[config.mk]
export PLATFORM = sky130hd
export DESIGN_NAME = emsd_decoder
export DESIGN_NICKNAME = d
export VERILOG_FILES = /design/src/design/emsd_pkg.sv /design/src/design/emsd_area_match.sv /design/src/design/emsd_decoder.sv
export SDC_FILE = /design/constraint.sdc
export NUM_CORES = 1
export LEC_CHECK = 0
export BUFFER_PORTS_ARGS = -buffer_cell sky130_fd_sc_hd__buf_2
export CAP_MARGIN = 5
export CORE_MARGIN = 1.5
export CORE_UTILIZATION = 45
export CTS_CLUSTER_DIAMETER = 80
export CTS_CLUSTER_SIZE = 20
export DETAILED_ROUTE_END_ITERATION = 10
export PLACE_DENSITY = 0.76
export SETUP_SLACK_MARGIN = 0.5
export SYNTH_ARGS = -nofsm -noshare
export SYNTH_HDL_FRONTEND = slang
export SYNTH_SLANG_ARGS = --single-unit
[constraint.sdc]
create_clock -name clk -period 6.5 [get_ports clk]
set_input_delay 0.65 -clock clk [delete_from_list [all_inputs] [get_ports clk]]
set_output_delay 0.65 -clock clk [all_outputs]
set_load 0.01 [all_outputs]
[src/design/emsd_pkg.sv]
package emsd_pkg;
    // selector bit positions, position 8 (index 7) is ignored
    localparam int EMSD_POS_AREA10_EXT = 0;
    localparam int EMSD_POS_AREA9_17 = 1;
    localparam int EMSD_POS_AREA8_14 = 2;
    localparam int EMSD_POS_AREA7_13 = 3;
    localparam int EMSD_POS_AREA6_78 = 4;
    localparam int EMSD_POS_AREA5_15 = 5;
    localparam int EMSD_POS_AREA4_11 = 6;
    localparam int EMSD_SEL_W = 8;
    localparam int EMSD_AREA_W = 7;
    localparam int EMSD_ADDR_W = 24;
    localparam int EMSD_CODE_LSB = 21;
    localparam int EMSD_CODE_MSB = 22;
    // default selector settings
    localparam logic [7:0] EMSD_SEL_RAM_DEF = 8'h01;
    localparam logic [7:0] EMSD_SEL_FLASH_DEF = 8'h00;
    localparam logic [7:0] EMSD_SEL_LOGIC_DEF = 8'h02;
    // default start code switches: bit0 set 1, bit1 set 2, bit2 set 3, bit3 set 4
    localparam logic [3:0] EMSD_CODE_SW_DEF = 4'h1;
    // break pulse length in clk cycles
    localparam logic [3:0] EMSD_BREAK_CYCLES = 4'h4;
endpackage

[src/design/emsd_area_match.sv]
`timescale 1ns/1ps
module emsd_area_match
    import emsd_pkg::*;
(
    input wire logic [emsd_pkg::EMSD_SEL_W-1:0] selector,
    input wire logic [emsd_pkg::EMSD_AREA_W-1:0] area_active,
    output logic hit
);
    // position 8 never takes part; all off means the block is unused
    always_comb
    begin
        hit = |(selector[EMSD_AREA_W-1:0] & area_active); // [RL1] [RL2] [RL9]
    end
endmodule

[src/design/emsd_decoder.sv]
`timescale 1ns/1ps
// Function
// RL1 - selector positions 1..7 pick areas, 8 ignored
// RL2 - all positions off: block never responds
// RL3 - configurer turns on at most one position
// RL4 - RAM responds on select and matching A22:21
// RL5 - start code is inverse of switch pair
// RL6 - defaults: RAM area10, flash unused, logic area9
// RL7 - defaults give codes 10 and 11
// RL8 - flash decodes chip-select only
// RL9 - logic blocks each use own selector
// RL10 - protect disabled: RAM always read/write
// RL11 - probe drives protect input definite level
// RL12 - protect enabled: low input means read only
// RL13 - break output pulses low, else released
// RL14 - configurer avoids overlapping areas
// RL15 - cascaded boards use distinct codes
// RL16 - address bit 23 and above ignored
// RL17 - protected writes suppressed, cycle completes
module emsd_decoder
    import emsd_pkg::*;
(
    input wire logic clk,
    input wire logic reset,
    input wire logic area10_ext_select_n,
    input wire logic area9_17_select_n,
    input wire logic area8_14_select_n,
    input wire logic area7_13_select_n,
    input wire logic area6_78_select_n,
    input wire logic area5_15_select_n,
    input wire logic area4_11_select_n,
    input wire logic [emsd_pkg::EMSD_ADDR_W-1:0] addr,
    input wire logic rd_n,
    input wire logic wr_n,
    input wire logic [emsd_pkg::EMSD_SEL_W-1:0] ram0_area_selector,
    input wire logic [emsd_pkg::EMSD_SEL_W-1:0] ram1_area_selector,
    input wire logic [emsd_pkg::EMSD_SEL_W-1:0] flash_area_selector,
    input wire logic [emsd_pkg::EMSD_SEL_W-1:0] logic0_area_selector,
    input wire logic [emsd_pkg::EMSD_SEL_W-1:0] logic1_area_selector,
    input wire logic [3:0] ram_start_code_switches,
    input wire logic write_protect_enable,
    input wire logic protect_input,
    input wire logic break_request,
    output logic ram0_sel,
    output logic ram1_sel,
    output logic flash_sel,
    output logic logic0_sel,
    output logic logic1_sel,
    output logic ram_rd_en,
    output logic ram_wr_en,
    output logic ram_wr_blocked,
    output logic break_output_o,
    output logic break_output_oe
);
    import emsd_pkg::*;

    // two-stage synchronisers for every pin input
    localparam int SW = 7 + 24 + 2 + 40 + 4 + 2 + 1;
    // idle bus (strobes high, no select) and the default switch settings
    localparam logic [SW-1:0] SYNC_RST = {7'h00, 24'h000000, 1'b1, 1'b1,
        EMSD_SEL_RAM_DEF, EMSD_SEL_RAM_DEF, EMSD_SEL_FLASH_DEF, EMSD_SEL_LOGIC_DEF,
        EMSD_SEL_LOGIC_DEF, EMSD_CODE_SW_DEF, 1'b0, 1'b0, 1'b0}; // [RL6] [RL7]
    logic [SW-1:0] raw;
    logic [SW-1:0] meta_ff;
    logic [SW-1:0] sync_ff;
    assign raw = {~area4_11_select_n, ~area5_15_select_n, ~area6_78_select_n,
        ~area7_13_select_n, ~area8_14_select_n, ~area9_17_select_n,
        ~area10_ext_select_n, addr, rd_n, wr_n, ram0_area_selector,
        ram1_area_selector, flash_area_selector, logic0_area_selector,
        logic1_area_selector, ram_start_code_switches, write_protect_enable,
        protect_input, break_request};

    always_ff @(posedge clk or posedge reset)
    begin
        if (reset)
        begin
            // reset value corresponds to idle bus and default switches
            meta_ff <= SYNC_RST; // [RL6]
            sync_ff <= SYNC_RST; // [RL6]
        end
        else
        begin
            meta_ff <= raw;
            sync_ff <= meta_ff;
        end
    end

    logic [6:0] s_area;
    logic [23:0] s_addr;
    logic s_rd_n;
    logic s_wr_n;
    logic [7:0] s_sel_r0;
    logic [7:0] s_sel_r1;
    logic [7:0] s_sel_fl;
    logic [7:0] s_sel_l0;
    logic [7:0] s_sel_l1;
    logic [3:0] s_code_sw;
    logic s_wp_en;
    logic s_prot;
    logic s_brk;
    assign {s_area, s_addr, s_rd_n, s_wr_n, s_sel_r0, s_sel_r1, s_sel_fl, s_sel_l0,
        s_sel_l1, s_code_sw, s_wp_en, s_prot, s_brk} = sync_ff;

    logic hit_r0;
    logic hit_r1;
    logic hit_fl;
    logic hit_l0;
    logic hit_l1;
    emsd_area_match u_r0 (.selector(s_sel_r0), .area_active(s_area), .hit(hit_r0));
    emsd_area_match u_r1 (.selector(s_sel_r1), .area_active(s_area), .hit(hit_r1));
    emsd_area_match u_fl (.selector(s_sel_fl), .area_active(s_area), .hit(hit_fl));
    emsd_area_match u_l0 (.selector(s_sel_l0), .area_active(s_area), .hit(hit_l0));
    emsd_area_match u_l1 (.selector(s_sel_l1), .area_active(s_area), .hit(hit_l1));

    // switch on = 1; code is inverted, second setting is the high bit
    logic [1:0] code0;
    logic [1:0] code1;
    logic [1:0] a_code;
    assign code0 = ~{s_code_sw[1], s_code_sw[0]}; // [RL5] [RL7]
    assign code1 = ~{s_code_sw[3], s_code_sw[2]}; // [RL5] [RL7]
    // bit 23 and above never compared, so each code shows twice per area
    assign a_code = s_addr[EMSD_CODE_MSB:EMSD_CODE_LSB]; // [RL16]

    logic nxt_ram0_sel;
    logic nxt_ram1_sel;
    logic nxt_flash_sel;
    logic nxt_logic0_sel;
    logic nxt_logic1_sel;
    logic nxt_ram_rd_en;
    logic nxt_ram_wr_en;
    logic nxt_ram_wr_blocked;
    logic ram_any;
    logic wr_allowed;

    always_comb
    begin
        nxt_ram0_sel = hit_r0 && (a_code == code0); // [RL4]
        nxt_ram1_sel = hit_r1 && (a_code == code1); // [RL4]
        nxt_flash_sel = hit_fl; // [RL8]
        nxt_logic0_sel = hit_l0; // [RL9]
        nxt_logic1_sel = hit_l1; // [RL9]
        ram_any = nxt_ram0_sel || nxt_ram1_sel;
        // protect input high means target halted
        wr_allowed = !s_wp_en || s_prot; // [RL10] [RL12]
        nxt_ram_rd_en = ram_any && !s_rd_n;
        // select still asserted so the bus cycle completes normally
        nxt_ram_wr_en = ram_any && !s_wr_n && wr_allowed; // [RL17]
        nxt_ram_wr_blocked = ram_any && !s_wr_n && !wr_allowed; // [RL17]
    end

    always_ff @(posedge clk or posedge reset)
    begin
        if (reset)
        begin
            ram0_sel <= 1'b0;
            ram1_sel <= 1'b0;
            flash_sel <= 1'b0;
            logic0_sel <= 1'b0;
            logic1_sel <= 1'b0;
            ram_rd_en <= 1'b0;
            ram_wr_en <= 1'b0;
            ram_wr_blocked <= 1'b0;
        end
        else
        begin
            ram0_sel <= nxt_ram0_sel;
            ram1_sel <= nxt_ram1_sel;
            flash_sel <= nxt_flash_sel;
            logic0_sel <= nxt_logic0_sel;
            logic1_sel <= nxt_logic1_sel;
            ram_rd_en <= nxt_ram_rd_en;
            ram_wr_en <= nxt_ram_wr_en;
            ram_wr_blocked <= nxt_ram_wr_blocked;
        end
    end

    // break pulse: one low pulse per rising request seen while idle, released otherwise
    typedef enum logic [0:0] {EMSD_BRK_IDLE = 1'b0, EMSD_BRK_PULSE = 1'b1} emsd_brk_t;
    emsd_brk_t brk_state_ff;
    emsd_brk_t nxt_brk_state;
    logic [3:0] brk_cnt_ff;
    logic [3:0] nxt_brk_cnt;
    logic brk_prev_ff;
    logic nxt_brk_oe;

    always_comb
    begin
        nxt_brk_state = brk_state_ff;
        nxt_brk_cnt = brk_cnt_ff;
        nxt_brk_oe = 1'b0;
        case (brk_state_ff)
            EMSD_BRK_IDLE:
            begin
                if (s_brk && !brk_prev_ff)
                begin
                    nxt_brk_state = EMSD_BRK_PULSE; // [RL13]
                    nxt_brk_cnt = EMSD_BREAK_CYCLES;
                    nxt_brk_oe = 1'b1;
                end
            end
            EMSD_BRK_PULSE:
            begin
                nxt_brk_cnt = brk_cnt_ff - 4'h1;
                nxt_brk_oe = (brk_cnt_ff != 4'h1);
                if (brk_cnt_ff == 4'h1)
                begin
                    nxt_brk_state = EMSD_BRK_IDLE;
                end
            end
            default:
            begin
                nxt_brk_state = EMSD_BRK_IDLE;
            end
        endcase
    end

    always_ff @(posedge clk or posedge reset)
    begin
        if (reset)
        begin
            brk_state_ff <= EMSD_BRK_IDLE;
            brk_cnt_ff <= 4'h0;
            brk_prev_ff <= 1'b0;
            break_output_oe <= 1'b0;
            break_output_o <= 1'b0;
        end
        else
        begin
            brk_state_ff <= nxt_brk_state;
            brk_cnt_ff <= nxt_brk_cnt;
            brk_prev_ff <= s_brk;
            break_output_oe <= nxt_brk_oe; // [RL13]
            break_output_o <= 1'b0;
        end
    end

    ram_wp_a: assert property (@(posedge clk) disable iff (reset)
        (s_wp_en && !s_prot) |=> !ram_wr_en) // [RL12]
        else $error("ram write allowed while protected");
    ram_wp_off_a: assert property (@(posedge clk) disable iff (reset)
        (!s_wp_en && nxt_ram0_sel && !s_wr_n) |=> ram_wr_en) // [RL10]
        else $error("ram write refused with protect off");
    ram_blk_a: assert property (@(posedge clk) disable iff (reset)
        ram_wr_blocked |-> (ram0_sel || ram1_sel) && !ram_wr_en) // [RL17]
        else $error("blocked write without select");
    ram0_code_a: assert property (@(posedge clk) disable iff (reset)
        (hit_r0 && a_code != code0) |=> !ram0_sel) // [RL4]
        else $error("ram0 selected on wrong code");
    unused_blk_a: assert property (@(posedge clk) disable iff (reset)
        (s_sel_fl[6:0] == 7'h00) |=> !flash_sel) // [RL2]
        else $error("unused flash responded");
    pos8_ign_a: assert property (@(posedge clk) disable iff (reset)
        (s_sel_l0 == 8'h80) |=> !logic0_sel) // [RL1]
        else $error("position 8 selected a logic block");
    brk_pulse_a: assert property (@(posedge clk) disable iff (reset)
        (brk_state_ff == EMSD_BRK_IDLE && s_brk && !brk_prev_ff)
        |=> break_output_oe [*4] ##1 !break_output_oe) // [RL13]
        else $error("break pulse length wrong");
    code_inv_a: assert property (@(posedge clk) disable iff (reset)
        (s_code_sw[1:0] == 2'b01) |-> code0 == 2'b10) // [RL5]
        else $error("start code not inverted");
endmodule

==> results.py, run 1 <==
metrics = {
    "global_route": {
        "grt_overflow_total": 0,
        "grt_pass1_wl_um": 9050,
        "antenna_found_initial": 0,
        "grt_max_degree": 63,
        "grt_usage_pct": 15.2,
        "grt_pass1_vias": 1879,
    },
    "yosys": {
        "ys_seq_area_share_pct": 86.7,
        "synth_cell_types": 27,
        "synth_seq_cells": 120,
        "synth_warnings": 0,
        "syn-num-nets": 272,
        "synth_cells": 188,
        "syn_area_per_cell_um2": 18.5,
        "syn_area_mm2": 0.00348,
    },
    "critical_path": {
        "r2r-start": "sync_ff[75]",
        "critPathKind": "flip-flop to primary output",
        "start_kind": "flip-flop",
        "crit_fanout": 8,
        "cp_cell_sequence": "buf_2",
        "timing.rr.end": "ram_rd_en",
        "timing.critical_path.buf_inv": 1,
        "cp_data_required_time_ps": 5850,
        "crit_family": "flip-flops",
        "critPathSlowestCell": "dfrtp_1",
        "r2r.worst_path.cells": 3,
        "crit_arrival_ps": 1170,
        "r2r_slack_ps": 5140,
        "cpPeakStageDelay_ps": 490,
        "critical_path.endpoint_type": "primary output",
        "path_depth": 1,
    },
    "routing": {
        "vias": 1752,
        "wl_per_cell_um": 14.4,
        "dr.pass1.iters": 6,
        "drt_wl_total_um": 5470,
        "drtIter0Drc": 90,
        "ant_nets": 0,
        "viasPerCell": 4.60,
        "route.detailed.drc": 0,
    },
    "place": {
        "portBuffers": 63,
        "hpwl_um": 3450,
        "preCtsSetupSlack_ps": 4470,
        "globalplace.congestion": 0.783,
        "dp_cells": 349,
    },
    "sta": {
        "hold_viol": 0,
        "skew_ps": 5.60,
        "relSlewSlack_pct": 52.0,
        "layout_setup_ws_ps": 4680,
        "rsz0062_at_grt": "false",
        "worstMarginPinSlew_ps": 721,
        "finalCriticalPeriod_ps": 1820,
        "finalSetupViolations": 0,
        "clock.fmax_mhz": 548,
        "fin_crit_sh_pct": 28.1,
        "tns_ps": 0,
        "slew_violations": 0,
    },
    "floorplan": {
        "ioPinCount": 92,
        "start_util_pct": 47.2,
        "core_mm2": 0.00737,
        "die_h_um": 91.0,
        "die_w_um": 91.0,
        "die_area_mm2": 0.00827,
        "row_count": 31,
    },
    "clock_network": {
        "cts_resized": 0,
        "clkTransAtPathRegs_ps": 60,
        "cts_hold_buf": 0,
        "cts_sinks": 120,
        "cts_setup_buffers": 0,
        "cts_tree": "built",
        "cts_buffers": 17,
        "clock_path_buffers": 2,
        "cts_root_buf": "clkbuf_8",
        "insertion_delay_ps": 500,
        "h-tree-depth": 4,
    },
    "layout": {
        "final_cell_mix": "dfrtp_1, buf_2, clkbuf_16, dfstp_2, a22oi_1",
        "nFillCells": 553,
        "reg.largest.list": "meta_ff x53, sync_ff x53, brk_cnt_ff x4",
        "final_common_cell": "dfrtp_1",
        "antenna_cells": 0,
        "regArea_mm2": 0.00302,
        "stdcell_count": 381,
        "area_growth_pct": 30.4,
        "multi_input_area_um2": 413,
        "final_core_util_pct": 61.6,
        "nNetsFinal": 353,
        "drive_gt1_share_pct": 40.8,
    },
    "pwr": {
        "p_sw_share_pct": 21.5,
        "fin_total_pwr_mw": 1.91,
        "vdd_drop_max_uv": 209,
        "p_comb_share_pct": 5.8,
        "powerDensity_mw_per_mm2": 420,
        "p_switching_uw": 410,
        "p_clk_share_pct": 50.2,
        "seqPwrFrac_pct": 44.1,
        "internal-power_mw": 1.50,
        "p_leak_nw": 2.15,
    },
    "worst_hold_path": {
        "min_delay_path_depth": 1,
        "hold_end": "meta_ff[16]",
        "hp-class": "input port to flip-flop",
        "hp-start": "logic0_area_selector[1]",
    },
    "outcome": {
        "status": "finished, final reports clean",
    },
    "job": {
        "maxCapViolCount": 0,
    },
}
[power by group through the flow]
| stage | Sequential, mW | Clock (mW) | Combinational (mW) |
|---|---|---|---|
| after global placement | 0.849 | 0 | 0.106 |
| final | 0.840 | 0.957 | 0.110 |
| after CTS | 0.840 | 0.977 | 0.112 |
| after detailed placement | 0.851 | 0 | 0.113 |
| after global routing | 0.846 | 1.02 | 0.125 |
| after floorplan | 0.842 | 0 | 0.0751 |
[cells by family after synthesis]
family	count (synthesis)	synth area share [%]
buf+inv	12	1.40
xor+xnor	6	1.51
other cells	1	0.108
flops	120	86.7
mux	3	0.898
simple gates	25	4.06
compound gates	19	4.56
fa+ha+maj	2	0.719
[cell type report]
cell class,count,area share [%]
inverter,10,0.882
tap,99,2.73
clock inverter,14,4.27
multi-input combinational,56,9.09
timing repair buffer,64,7.11
clock buffer,18,9.42
sequential,120,66.5
[stage by stage]
step	hold slack (ps)	area, µm²
2_1_floorplan	331	3480
3_3_place_gp	334	3920
3_5_place_dp	335	3920
4_1_cts	217	4540
5_1_grt	218	4540
6_report	244	4540
[cell usage after synthesis]
master,n,area share [%]
conb_1,1,0.11
nor2_1,4,0.43
xnor2_1,2,0.50
mux2i_1,2,0.57
a222oi_1,5,1.4
o22ai_1,2,0.36
buf_4,1,0.22
nand3b_1,1,0.22
a22oi_1,10,2.2
inv_1,10,1.1
nand2_1,4,0.43
and3_2,2,0.43
nand2b_1,2,0.36
nand3_1,5,0.72
nor3_1,2,0.29
clkbuf_1,1,0.11
mux2_2,1,0.32
xor2_1,4,1.0
nor2b_1,1,0.18
nor3b_1,1,0.22
nand4b_1,2,0.50
nor4bb_1,1,0.29
dfrtp_1,106,76
dfstp_2,14,11
o32ai_2,1,0.47
a21oi_1,1,0.14
ha_1,2,0.72
[worst max-delay path by stage]
stage / startpoint / endpoint
6_report: break_output_oe / break_output_oe
5_1_grt: break_output_oe / break_output_oe
4_1_cts: break_output_oe / break_output_oe
3_5_place_dp: reset / sync_ff[15]
3_3_place_gp: reset / sync_ff[15]
2_1_floorplan: reset / break_output_oe
[metal layers]
layer	track usage, %	wire, µm	part of all wire (%)	vias to the layer above
met1	18.7	2340	43	867
met3	5.53	243	4.4	20
met4	9.90	198	3.6	0
met2	22.7	2690	49	65
li1	-	-	-	800
met5	0	0	0	-
Power figures use the tool's default switching activity.
==> run 2, diff against run 1 <==
--- a/config.mk
+++ b/config.mk
@@ -5,6 +5,7 @@
 export SDC_FILE = /design/constraint.sdc
 export NUM_CORES = 1
 export LEC_CHECK = 0
+export ABC_AREA = 1
 export BUFFER_PORTS_ARGS = -buffer_cell sky130_fd_sc_hd__buf_2
 export CAP_MARGIN = 5
 export CORE_MARGIN = 1.5
@@ -12,7 +13,7 @@
 export CTS_CLUSTER_DIAMETER = 80
 export CTS_CLUSTER_SIZE = 20
 export DETAILED_ROUTE_END_ITERATION = 10
-export PLACE_DENSITY = 0.76
+export PLACE_DENSITY = 0.78
 export SETUP_SLACK_MARGIN = 0.5
 export SYNTH_ARGS = -nofsm -noshare
 export SYNTH_HDL_FRONTEND = slang
==> constraint.sdc (replaced) <==
create_clock -name clk -period 1.5 [get_ports clk]
set_input_delay 0.15 -clock clk [delete_from_list [all_inputs] [get_ports clk]]
set_output_delay 0.15 -clock clk [all_outputs]
set_load 0.01 [all_outputs]
==> run 2 against run 1 <==
Net effect: register-to-register slack got worse by 4800 ps; wire length rose by 21%; sequential cell count did not move; sequential power rose to 4.3 times the previous value; critical endpoint unchanged.
==> results.py, run 2 <==
metrics = {
    "outcome": {
        "status": "finished, final reports clean",
    },
    "worst_hold_path": {
        "hp-start": "wr_n",
        "hp-class": "input port to flip-flop",
    },
    "layout": {
        "final_cell_mix": "dfrtp_1, buf_2, dlygate4sd3_1, nand2_1, inv_1",
        "final_common_cell": "dfrtp_1",
        "nNetsFinal": 472,
        "drive_gt1_share_pct": 40.9,
        "antenna_cells": 0,
        "area_growth_pct": 53.1,
        "reg.largest.list": "meta_ff x53, sync_ff x53, brk_cnt_ff x4",
    },
    "yosys": {
        "synth_warnings": 0,
        "ys_seq_area_share_pct": 85.8,
        "syn_area_per_cell_um2": 15.0,
        "yosysMostFrequentCell": "dfrtp_1",
        "synth_cells": 235,
        "synth-edff-count": 0,
        "synth_top_area_share_pct": 75.4,
        "synthArstFlopShare_pct": 100,
        "synth_common_cells": "dfrtp_1, nand2_1, inv_1, dfstp_2, nor2_1",
        "synthFlopType": "dfrtp_1",
        "synth_top_cell_by_area": "dfrtp_1",
        "syn_area_mm2": 0.00352,
        "syn-num-nets": 319,
        "synth_seq_cells": 120,
        "synth_cell_types": 16,
        "synthTopCellsByArea": "dfrtp_1, dfstp_2, nand2_1",
    },
    "routing": {
        "wl_per_cell_um": 13.2,
        "vias": 2151,
        "dr.pass1.iters": 4,
        "drtIter0Drc": 81,
        "ant_nets": 0,
        "route.detailed.drc": 0,
        "viasPerCell": 4.28,
        "drt_wl_total_um": 6620,
    },
    "pwr": {
        "p_sw_share_pct": 23.0,
        "powerDensity_mw_per_mm2": 1540,
        "vdd_drop_max_uv": 1300,
        "p_leak_nw": 2.61,
        "p_switching_mw": 1.91,
        "p_comb_share_pct": 11.8,
        "p_clk_share_pct": 44.6,
        "seqPwrFrac_pct": 43.6,
        "internal-power_mw": 6.39,
    },
    "sta": {
        "clock.fmax_mhz": 838,
        "worstMarginPinSlew_ps": 608,
        "slew_violations": 0,
        "rsz0062_at_grt": "true",
        "skew_ps": 5.77,
        "fin_crit_sh_pct": 79.6,
        "finalSetupViolations": 0,
        "tns_ps": 0,
        "relSlewSlack_pct": 59.5,
        "finalCriticalPeriod_ps": 1190,
        "layout_setup_ws_ps": 306,
        "hold_viol": 0,
    },
    "global_route": {
        "grt_pass1_vias": 2244,
        "gr-usage-met1_pct": 18.8,
        "grt_usage_pct": 17.6,
        "gr-usage-met2_pct": 30.0,
        "antenna_found_initial": 0,
        "grt_pass1_wl_um": 10400,
        "met3_usage_pct": 7.54,
        "grt_overflow_total": 0,
        "grt_max_degree": 121,
        "top_usage_layer": "met2",
    },
    "place": {
        "hpwl_um": 3310,
        "preCtsSetupSlack_ps": 272,
        "portBuffers": 63,
        "globalplace.congestion": 0.689,
    },
    "clock_network": {
        "cts_buffers": 17,
        "cts_sinks": 120,
        "clkTransAtPathRegs_ps": 50,
        "cts_root_buf": "clkbuf_8",
        "h-tree-depth": 4,
        "cts_tree": "built",
        "clock_path_buffers": 2,
        "insertion_delay_ps": 500,
    },
    "critical_path": {
        "crit_fanout": 2,
        "crit_start": "break_output_oe",
        "r2r-start": "sync_ff[75]",
        "critical_path.endpoint_type": "primary output",
        "cp_cell_sequence": "buf_6",
        "critPathKind": "flip-flop to primary output",
        "crit_arrival_ps": 1040,
        "critPathSlowestCell": "dfrtp_2",
        "timing.critical_path.buf_inv": 1,
        "crit_family": "flip-flops",
        "cpPeakStageDelay_ps": 420,
        "start_kind": "flip-flop",
        "cp_data_required_time_ps": 1350,
    },
    "floorplan": {
        "die_w_um": 91.4,
        "start_util_pct": 46.0,
        "die_h_um": 91.4,
        "die_area_mm2": 0.00836,
        "ioPinCount": 92,
        "core_mm2": 0.00765,
        "row_count": 32,
    },
    "job": {
        "maxCapViolCount": 0,
    },
}
run 2: cell types whose count changed after synthesis, sizes merged, moves of 4 or more:
cell,change
nand2,+53
inv,+15
a22oi,-10
nor2,+6
a222oi,-5
a21oi,+4
xor2,-4
run 2: power groups by stage:
stage | logic (mW) | clock network (mW) | registers [mW]
CTS | 0.691 | 3.77 | 3.62
detailed placement | 0.479 | 0 | 3.67
finish | 0.977 | 3.70 | 3.62
global route | 1.07 | 3.93 | 3.64
global placement | 0.437 | 0 | 3.66
floorplan | 0.278 | 0 | 3.65
run 2: worst paths after layout:
kind,endpoint,slack (ps),cells past startpoint
worst min register to register,sync_ff[76],340,0
max in group asynchronous,sync_ff[77],640,4
worst min-delay path,meta_ff[47],290,2
min in group asynchronous,meta_ff[36],340,4
worst max register to register,ram_wr_en,330,8
worst max-delay path,break_output_oe,310,1
run 2: cell families after synthesis:
kind of cell / Yosys count / synth area share, %
flip-flops: 120 / 85.8
other: 1 / 0.107
adder cells (fa/ha/maj): 2 / 0.711
AO/OA/AOI/OAI: 13 / 2.31
AND/OR/NAND/NOR: 72 / 7.90
buffers and inverters: 26 / 2.88
XOR/XNOR: 1 / 0.249
run 2: layer usage:
metal | up-vias | share of wire (%)
met5 | - | 0
met4 | 0 | 2.1
met3 | 15 | 4.6
met2 | 63 | 55
met1 | 1047 | 39
li1 | 1026 | -
run 2: area by class of cell:
cell class	count	area, µm²
multi-input combinational	89	524
clock inverter	8	70.1
fill	488	2260
inverter	25	100
timing repair buffer	135	1040
tap	102	128
clock buffer	24	490
sequential	120	3030
run 2: metrics by stage:
step / util, % / hold slack [ps] / cell area (µm²) / total power [mW] / instances
finish: 70.4 / 286 / 5390 / 8.30 / 503
global route: 70.4 / 261 / 5390 / 8.65 / 503
CTS: 68.2 / 251 / 5210 / 8.08 / 494
detailed placement: 52.0 / 257 / 3980 / 4.15 / 400
global placement: 52.0 / 256 / 3980 / 4.09 / 400
floorplan: - / 154 / 3520 / 3.93 / 235
run 2: repair_timing:
action | CTS | global route
gates resized for setup | 27 | 30
endpoints found under the hold margin | 159 | 0
pin swaps | 10 | 12
setup buffers | 8 | 9
setup endpoints to repair | 17 | 22
hold buffers | 54 | 0
